## config.mk

```make
export PLATFORM = sky130hd
export DESIGN_NAME = flash_self_programming_control
export DESIGN_NICKNAME = d
export VERILOG_FILES = /design/src/common/flash_selfprog_pkg.sv /design/src/core/flash_self_programming_control.sv
export VERILOG_INCLUDE_DIRS = /design/src /design/src/common
export SDC_FILE = /design/constraint.sdc
export NUM_CORES = 2
export LEC_CHECK = 0
export BUFFER_PORTS_ARGS = -buffer_cell sky130_fd_sc_hd__clkbuf_2
export CELL_PAD_IN_SITES_DETAIL_PLACEMENT = 1
export CELL_PAD_IN_SITES_GLOBAL_PLACEMENT = 2
export CORE_ASPECT_RATIO = 1.75
export CORE_UTILIZATION = 41
export DETAILED_ROUTE_END_ITERATION = 16
export GPL_ROUTABILITY_DRIVEN = 0
export PLACE_DENSITY = 0.9
export SYNTH_ARGS = -nofsm -noshare
export SYNTH_HDL_FRONTEND = slang
export SYNTH_SLANG_ARGS = --single-unit
```

## constraint.sdc

```tcl
create_clock -name i_clk_sys -period 3.67 [get_ports i_clk_sys]
set_input_delay 0.367 -clock i_clk_sys [delete_from_list [all_inputs] [get_ports i_clk_sys]]
set_output_delay 0.367 -clock i_clk_sys [all_outputs]
set_load 0.005 [all_outputs]
```

## src/common/flash_selfprog_regs.svh

```systemverilog
// Offsets, field positions, patterns and timing counts of the self-programming controller.
// Assumes a byte-addressed Avalon-MM slave with 32-bit data words.
`ifndef FLASH_SELFPROG_REGS_SVH
`define FLASH_SELFPROG_REGS_SVH

`define FSP_AW 4
`define FSP_OFS_CTRL 4'h0
`define FSP_OFS_LOCK 4'h4
`define FSP_BIT_IRQ_EN 7
`define FSP_BIT_BUSY 6
`define FSP_BIT_RSVD 5
`define FSP_BIT_REEN 4
`define FSP_BIT_LOCKSET 3
`define FSP_BIT_PAGE_WRITE_CMD 2
`define FSP_BIT_PAGE_ERASE_CMD 1
`define FSP_BIT_STORE_EN 0
`define FSP_PAT_REEN 5'h11
`define FSP_PAT_LOCKSET 5'h09
`define FSP_PAT_PAGE_WRITE_CMD 5'h05
`define FSP_PAT_PAGE_ERASE_CMD 5'h03
`define FSP_PAT_LOAD 5'h01
`define FSP_WIN_CYCLES 3'h4
`define FSP_LOAD_LAST_CNT 3'h2
`define FSP_WIN_LAST_CNT 3'h1
`define FSP_WIN_CLOSED 3'h0
`define FSP_WORDS 64
`define FSP_WORD_W 6
`define FSP_PAGE_W 9
`define FSP_WORD_LSB 1
`define FSP_WORD_MSB 6
`define FSP_PAGE_LSB 7
`define FSP_ADDR_MSB 15
`define FSP_LOCK_LSB 2
`define FSP_LOCK_MSB 5
`define FSP_LOCK_RST 4'hF
`define FSP_ERASED_WORD 16'hFFFF
`define FSP_APP_VECTOR 16'h0000
`define FSP_SEL_FUSE_LOW 2'h0
`define FSP_SEL_LOCK 2'h1
`define FSP_SEL_FUSE_EXT 2'h2
`define FSP_SEL_FUSE_HIGH 2'h3
`define FSP_LOCK_PAD 2'h3

`endif

```

## src/common/flash_selfprog_pkg.sv

```systemverilog
// Types of the self-programming controller.
// Assumes flash_selfprog_regs.svh is on the include path.
`include "flash_selfprog_regs.svh"

package flash_selfprog_pkg;

    typedef enum logic [1:0] {
        OP_NONE,
        OP_ERASE,
        OP_WRITE
    } op_t;

    typedef struct packed {
        logic wait_req;
        logic [31:0] rdata;
        logic irq_en;
        logic busy;
        logic reen;
        logic lockset;
        logic page_write_cmd;
        logic page_erase_cmd;
        logic store_en;
        logic [2:0] win_cnt;
        op_t op;
        logic [`FSP_PAGE_W-1:0] page;
        logic halt;
        logic flash_start;
        logic [`FSP_LOCK_MSB-`FSP_LOCK_LSB:0] lock_bits;
        logic [7:0] load_data;
        logic load_valid;
        logic irq;
        logic [15:0] reset_vec;
        logic [15:0] buf_rd;
        logic [`FSP_WORDS-1:0][15:0] buf_mem;
    } state_t;

endpackage

```

## src/core/flash_self_programming_control.sv

```systemverilog
// Self-programming sequencer: command register, page buffer, erase and write
// dispatch, busy flag, lock readback and the program-ready interrupt.
// Assumes the core and the flash macro are synchronous to i_clk_sys.
`timescale 1ns/1ps

////////////////////////////////////////////////////////////////////////////////
// Function
// - Reset vector is 0x0000 when fuse is 1, boot address when 0.
// - Ready interrupt follows enable and global flag while store enable is clear.
// - Erase or write to concurrent section sets busy flag and blocks its reads.
// - Busy clears on re-enable after completion, or when a buffer load starts.
// - Re-enable command within four cycles unblocks section, never during an operation.
// - Re-enable written during buffer loading discards all buffered words.
// - Lock-set store programs boot lock bits from low data, ignoring the rest.
// - Load within three cycles of lock-set returns lock or fuse byte.
// - Page-write store writes buffer to page from upper pointer bits.
// - Page-erase store erases page from upper pointer bits.
// - Command bits clear on completion or after four cycles without a store.
// - Operation on halting section stalls the core for its whole duration.
// - Plain store enable puts high:low data into buffer word, bit 0 ignored.
// - Store enable clears after store or timeout; held during erase or write.
// - Only five command patterns in low five bits are accepted.
// - Target page is latched at operation start.
// - Load readback uses pointer bits 1:0 to select low fuse, lock, extended fuse or high fuse byte.
// - Buffer takes words in any order, before or after erase.
// - Halting section stays readable during concurrent section erase.
// - Buffer clears after page write, re-enable command, and reset.
// - Data EEPROM write blocks self-programming and lock or fuse readback.
module flash_self_programming_control #(
    parameter logic [15:0] BOOT_VECTOR = 16'h1000,
    parameter logic [`FSP_PAGE_W-1:0] HALT_FIRST_PAGE = 9'h060
) (
    input wire logic i_clk_sys,
    input wire logic i_sys_rst,
    input wire logic i_clk_en,
    input wire logic [`FSP_AW-1:0] i_avs_address,
    input wire logic i_avs_read,
    input wire logic i_avs_write,
    input wire logic [31:0] i_avs_writedata,
    input wire logic [3:0] i_avs_byteenable,
    output logic [31:0] o_avs_readdata,
    output logic o_avs_waitrequest,
    input wire logic i_store_req,
    input wire logic i_load_req,
    input wire logic [15:0] i_addr_ptr,
    input wire logic [7:0] i_low_data,
    input wire logic [7:0] i_high_data,
    input wire logic i_global_irq_en,
    input wire logic i_eeprom_busy,
    input wire logic i_boot_vector_fuse,
    input wire logic [1:0] i_lock_main,
    input wire logic [7:0] i_fuse_low,
    input wire logic [7:0] i_fuse_high,
    input wire logic [7:0] i_fuse_ext,
    input wire logic i_flash_done,
    input wire logic [`FSP_WORD_W-1:0] i_buf_rd_idx,
    output logic o_flash_start,
    output logic o_flash_erase,
    output logic [`FSP_PAGE_W-1:0] o_flash_page,
    output logic [15:0] o_buf_rd_data,
    output logic [7:0] o_load_data,
    output logic o_load_valid,
    output logic o_cpu_halt,
    output logic o_section_busy_flag,
    output logic o_prog_ready_irq,
    output logic [15:0] o_reset_vector
);

    flash_selfprog_pkg::state_t st_q;
    flash_selfprog_pkg::state_t st_d;

    logic wr_ctrl;
    logic [4:0] wr_pat;
    logic [`FSP_PAGE_W-1:0] ptr_page;
    logic start_op;

    ////////////////////////////////////////////////////////////////////////////
    function automatic logic pattern_ok(input logic [4:0] pat);
        pattern_ok = (pat == `FSP_PAT_REEN) || (pat == `FSP_PAT_LOCKSET)
            || (pat == `FSP_PAT_PAGE_WRITE_CMD) || (pat == `FSP_PAT_PAGE_ERASE_CMD)
            || (pat == `FSP_PAT_LOAD);
    endfunction

    function automatic logic in_halting(input logic [`FSP_PAGE_W-1:0] page);
        in_halting = (page >= HALT_FIRST_PAGE);
    endfunction

    function automatic logic [7:0] ctrl_image(input flash_selfprog_pkg::state_t s);
        ctrl_image = 8'h00;
        ctrl_image[`FSP_BIT_IRQ_EN] = s.irq_en;
        ctrl_image[`FSP_BIT_BUSY] = s.busy;
        ctrl_image[`FSP_BIT_REEN] = s.reen;
        ctrl_image[`FSP_BIT_LOCKSET] = s.lockset;
        ctrl_image[`FSP_BIT_PAGE_WRITE_CMD] = s.page_write_cmd;
        ctrl_image[`FSP_BIT_PAGE_ERASE_CMD] = s.page_erase_cmd;
        ctrl_image[`FSP_BIT_STORE_EN] = s.store_en;
    endfunction

    function automatic logic [7:0] lock_image(input flash_selfprog_pkg::state_t s,
                                              input logic [1:0] main_lock);
        lock_image = {`FSP_LOCK_PAD, s.lock_bits, main_lock};
    endfunction

    ////////////////////////////////////////////////////////////////////////////
    assign wr_pat = i_avs_writedata[`FSP_BIT_REEN:`FSP_BIT_STORE_EN];
    assign wr_ctrl = i_avs_write && !st_q.wait_req && i_avs_byteenable[0]
        && (i_avs_address == `FSP_OFS_CTRL);
    assign ptr_page = i_addr_ptr[`FSP_ADDR_MSB:`FSP_PAGE_LSB];
    assign start_op = (st_q.op == flash_selfprog_pkg::OP_NONE) && st_q.store_en
        && i_store_req && !i_eeprom_busy && (st_q.page_write_cmd || st_q.page_erase_cmd);

    always_comb begin
        st_d = st_q;
        st_d.flash_start = 1'b0;
        st_d.load_valid = 1'b0;
        st_d.reset_vec = i_boot_vector_fuse ? `FSP_APP_VECTOR : BOOT_VECTOR;
        st_d.buf_rd = st_q.buf_mem[i_buf_rd_idx];
        st_d.irq = st_q.irq_en && i_global_irq_en && !st_q.store_en;

        // One wait cycle, then answer; unmapped reads give zero
        st_d.wait_req = !((i_avs_read || i_avs_write) && st_q.wait_req);
        if (i_avs_read && st_q.wait_req) begin
            unique case (i_avs_address)
                `FSP_OFS_CTRL: st_d.rdata = {24'h000000, ctrl_image(st_q)};
                `FSP_OFS_LOCK: st_d.rdata = {24'h000000, lock_image(st_q, i_lock_main)};
                default: st_d.rdata = 32'h00000000;
            endcase
        end

        if (st_q.op != flash_selfprog_pkg::OP_NONE) begin
            // Store enable held until the macro reports completion
            if (i_flash_done) begin
                if (st_q.op == flash_selfprog_pkg::OP_WRITE) begin
                    st_d.buf_mem = {`FSP_WORDS{`FSP_ERASED_WORD}};
                end
                st_d.op = flash_selfprog_pkg::OP_NONE;
                st_d.halt = 1'b0;
                st_d.page_write_cmd = 1'b0;
                st_d.page_erase_cmd = 1'b0;
                st_d.store_en = 1'b0;
                st_d.win_cnt = `FSP_WIN_CLOSED;
            end
        end else if (st_q.store_en) begin
            if (i_store_req && !i_eeprom_busy) begin
                if (st_q.page_write_cmd || st_q.page_erase_cmd) begin
                    st_d.page = ptr_page;
                    st_d.op = st_q.page_write_cmd ? flash_selfprog_pkg::OP_WRITE
                                         : flash_selfprog_pkg::OP_ERASE;
                    st_d.flash_start = 1'b1;
                    if (in_halting(ptr_page)) begin
                        st_d.halt = 1'b1;
                    end else begin
                        st_d.busy = 1'b1;
                    end
                end else begin
                    if (st_q.lockset) begin
                        // Lock bits only ever go from one to zero
                        st_d.lock_bits = st_q.lock_bits
                            & i_low_data[`FSP_LOCK_MSB:`FSP_LOCK_LSB];
                    end else if (st_q.reen) begin
                        st_d.busy = 1'b0;
                        st_d.buf_mem = {`FSP_WORDS{`FSP_ERASED_WORD}};
                    end else begin
                        st_d.buf_mem[i_addr_ptr[`FSP_WORD_MSB:`FSP_WORD_LSB]] =
                            {i_high_data, i_low_data};
                        st_d.busy = 1'b0;
                    end
                    st_d.lockset = 1'b0;
                    st_d.reen = 1'b0;
                    st_d.store_en = 1'b0;
                    st_d.win_cnt = `FSP_WIN_CLOSED;
                end
            end else if (i_load_req && st_q.lockset && !i_eeprom_busy
                         && (st_q.win_cnt >= `FSP_LOAD_LAST_CNT)) begin
                unique case (i_addr_ptr[1:0])
                    `FSP_SEL_FUSE_LOW: st_d.load_data = i_fuse_low;
                    `FSP_SEL_LOCK: st_d.load_data = lock_image(st_q, i_lock_main);
                    `FSP_SEL_FUSE_EXT: st_d.load_data = i_fuse_ext;
                    `FSP_SEL_FUSE_HIGH: st_d.load_data = i_fuse_high;
                endcase
                st_d.load_valid = 1'b1;
                st_d.lockset = 1'b0;
                st_d.store_en = 1'b0;
                st_d.win_cnt = `FSP_WIN_CLOSED;
            end else if (st_q.win_cnt == `FSP_WIN_LAST_CNT) begin
                // Window expired with no instruction
                st_d.lockset = 1'b0;
                st_d.page_write_cmd = 1'b0;
                st_d.page_erase_cmd = 1'b0;
                st_d.reen = 1'b0;
                st_d.store_en = 1'b0;
                st_d.win_cnt = `FSP_WIN_CLOSED;
            end else begin
                st_d.win_cnt = st_q.win_cnt - 3'h1;
            end
        end

        if (wr_ctrl) begin
            st_d.irq_en = i_avs_writedata[`FSP_BIT_IRQ_EN];
            // No new command while an operation runs or EEPROM is busy
            if (pattern_ok(wr_pat) && (st_q.op == flash_selfprog_pkg::OP_NONE)
                && !start_op && !i_eeprom_busy) begin
                st_d.reen = wr_pat[`FSP_BIT_REEN];
                st_d.lockset = wr_pat[`FSP_BIT_LOCKSET];
                st_d.page_write_cmd = wr_pat[`FSP_BIT_PAGE_WRITE_CMD];
                st_d.page_erase_cmd = wr_pat[`FSP_BIT_PAGE_ERASE_CMD];
                st_d.store_en = 1'b1;
                st_d.win_cnt = `FSP_WIN_CYCLES;
                if (wr_pat == `FSP_PAT_REEN) begin
                    st_d.buf_mem = {`FSP_WORDS{`FSP_ERASED_WORD}};
                end
            end
        end
    end

    always_ff @(posedge i_clk_sys) begin
        if (i_sys_rst) begin
            st_q <= '0;
            st_q.wait_req <= 1'b1;
            st_q.op <= flash_selfprog_pkg::OP_NONE;
            st_q.lock_bits <= `FSP_LOCK_RST;
            st_q.reset_vec <= `FSP_APP_VECTOR;
            st_q.buf_rd <= `FSP_ERASED_WORD;
            st_q.buf_mem <= {`FSP_WORDS{`FSP_ERASED_WORD}};
        end else if (i_clk_en) begin
            st_q <= st_d;
        end
    end

    assign o_avs_readdata = st_q.rdata;
    assign o_avs_waitrequest = st_q.wait_req;
    assign o_flash_start = st_q.flash_start;
    assign o_flash_erase = (st_q.op == flash_selfprog_pkg::OP_ERASE);
    assign o_flash_page = st_q.page;
    assign o_buf_rd_data = st_q.buf_rd;
    assign o_load_data = st_q.load_data;
    assign o_load_valid = st_q.load_valid;
    assign o_cpu_halt = st_q.halt;
    assign o_section_busy_flag = st_q.busy;
    assign o_prog_ready_irq = st_q.irq;
    assign o_reset_vector = st_q.reset_vec;
endmodule

```

==> results.toml <==
[timing]
fin_crit_sh = 0.918
drv_slew = 0
tns_ns = 0
final-hold-violation-count = 0
holdWs_ns = 0.0389
slew_headroom = 0.154
setup_viol = 0
worst_pin_slew_ns = 1.25
setup_slack_ns = 0.300
fin_crit_ns = 3.37
clock.fmax_ghz = 0.297
finalClockSkew_ns = 0.0362
rsz0062_at_grt = "false"

[power_and_ir_drop]
irDropWorstVdd_v = 0.000401
powerDensity_nw_per_um2 = 475
clkPwrFrac = 0.445
switchingPower_mw = 6.40
power_frac_seq = 0.470
comb_power_share = 0.084
internal-power_mw = 18.8
p_leak_nw = 18.6
p_sw_frac = 0.254

[drt]
ant_nets = 0
routedWlPerCell_microns = 34.9
via_per_inst = 6.94
routed_wirelength_mm = 204
drt_iter0_drc = 3878
first_pass_iters = 5
vias = 40600
drc = 0

[worst_setup_path]
path_buf_inv = 0
max_stage_delay_ns = 0.77
crit_required_ns = 4.27
cp.arrival_ns = 3.97
path_cells = "or3b_1 -> nor3_1 -> nand4_1 -> a21oi_1 -> o21ai_0"
critPathSlowestCell = "nand4_1"
critPathMaxFanout = 10
path_class = "reg2reg"
endpoint_kind = "flop"
crit_family = "simple AND/OR/NAND/NOR gates"
startpoint_type = "flop"

[finish]
drive_gt1_frac = 0.201
layout_common_cells = "dfxtp_1, a2bb2oi_1, buf_4"
fill_cells = 11900
layout_commonest_cell = "dfxtp_1"
syn2layout_area_growth_pct = 14.2
fin_nets = 4393

[clock_network]
h-tree-depth = 3
cts.sinks = 1087
clk_pin_slew_ns = 0.07
cts_tree = "built"
hold_buffers = 16
cts_resized = 0
clockRootBuffer = "clkbuf_16"
cts_buffers = 99
cts.path.max_buffers = 3
post_cts_buffers = 0
clk-insertion-delay-late_ns = 0.76

[place]
dp_hpwl_mm = 135
portBuffers = 134
dp_slack_ns = 0.419

[floorplanning]
row_count = 163
dieArea_sq_um = 115000
core_sq_um = 113000
ios = 203
initial_core_util = 0.412
die_w_microns = 256
die_h_microns = 447

[logic_synthesis]
synthArstFlopShare = 0
syn_area_sq_um = 46400
synth-edff-count = 0
synth_cell_types = 74
yosysTopAreaCell = "dfxtp_1"
synth_flop_cell = "dfxtp_1"
yosysSeqAreaShare = 0.469
yosys_warnings = 0
synth_area_leaders = "dfxtp_1, a2bb2oi_1, mux4_2"
avgSynthCellArea_sq_um = 10.9
synthCells = 4250
ys_ff_latch = 1087
post-synth-top-area-fraction = 0.469

[grt]
grt_pass1_wl_mm = 293
grt_pass1_vias = 41000
grt_max_degree = 148
grtUsageTotal = 0.348
antenna_found_initial = 19
grt-ovfl-total = 0

[run]
cap_violations = 0

[min_path]
holdCritPathClass = "in2reg"

[status]
status = "complete, no violations"
-- final timing paths --
kind                         from                end  slack (ns)  depth (start not counted)
setup / recovery       st_q[1086]          st_q[123]        0.30                          5
hold / removal     i_lock_main[0]  o_avs_readdata[0]        0.04                          3
setup reg to reg       st_q[1086]          st_q[123]        0.30                          5
hold reg to reg   o_flash_page[6]    o_flash_page[6]        0.46                          2
-- state kept, by name, indices dropped and copies added (netlist names) --
signal,count
o_avs_readdata,8
o_avs_waitrequest,1
o_buf_rd_data,16
o_cpu_halt,1
o_flash_page,9
o_flash_start,1
o_load_data,8
o_load_valid,1
o_prog_ready_irq,1
o_reset_vector,1
o_section_busy_flag,1
st_q,1039
-- metal layers --
metal  wire, microns  track usage
met1           72200        0.383
met2           96300        0.567
met3           16500       0.0823
met4           18800        0.294
met5              99            0
-- layout make-up --
cell class	count	area [sq um]	share of cell area
diodes	12	30.0	0.000566
clock buffers	138	2870	0.0540
clock inverters	38	546	0.0103
inverters	10	37.5	0.000708
multi-input cells	2645	22500	0.424
flip-flops and latches	1087	21800	0.410
well taps	1485	1860	0.0350
repair buffers	433	3430	0.0648
-- power by group through the flow --
| stage | clock (mW) | combinational (mW) | sequential (mW) |
|---|---|---|---|
| 6_report | 11.2 | 2.12 | 11.8 |
| 5_1_grt | 11.7 | 2.13 | 11.8 |
| 4_1_cts | 11.2 | 2.03 | 11.8 |
| 3_5_place_dp | 0 | 2.01 | 12.1 |
| 3_3_place_gp | 0 | 1.99 | 12.1 |
| 2_1_floorplan | 0 | 1.12 | 12.1 |
-- worst reg2reg max path, cell delays in order (launching register included) --
cell	delay, ns
dfxtp_1	0.55
or3b_1	0.65
nor3_1	0.72
nand4_1	0.77
a21oi_1	0.41
o21ai_0	0.13
-- metrics by stage --
stage	cell area, sq um	std cells	utilization	power [mW]
floorplan	46600	4288	-	13.2
finish	53000	5848	0.471	25.2
CTS	53000	5836	0.471	25.1
global route	53000	5841	0.471	25.7
detailed placement	49400	5644	0.439	14.1
global placement	49400	5644	0.439	14.1
-- cells by family after synthesis --
| logic type | after synthesis | synth area share |
|---|---|---|
| other | 1 | 0.0000808 |
| DFF | 1087 | 0.469 |
| and+or+nand+nor | 704 | 0.0775 |
| muxes | 383 | 0.127 |
| buffers and inverters | 556 | 0.0565 |
| adders and majority gates | 3 | 0.000755 |
| AOI/OAI and AO/OA | 1516 | 0.269 |
-- cell usage after synthesis (4+ instances only) --
library cell	n
a22oi_1	122
a21oi_1	107
a22o_1	16
inv_1	10
nor4_1	75
nand3_1	95
mux2i_1	215
o22a_1	244
a221oi_1	16
buf_6	6
a311oi_1	69
dfxtp_1	1087
and2_1	5
nor2_1	102
nand2_1	175
and3_1	11
buf_1	57
a31oi_1	23
buf_4	100
nor3_1	102
or3_1	20
buf_2	94
a2bb2oi_1	562
o21ai_0	126
o32a_1	32
o211ai_1	19
or2_2	21
a21oi_2	11
nand2b_1	28
clkbuf_1	289
a21oi_4	18
nor3_2	8
a211oi_1	8
nand3b_1	7
nor3b_1	6
and3b_1	4
o31ai_1	7
or3b_2	5
mux4_2	166
a221o_1	113
nor2b_1	7
nand4_1	18
Power figures use the tool's default switching activity.
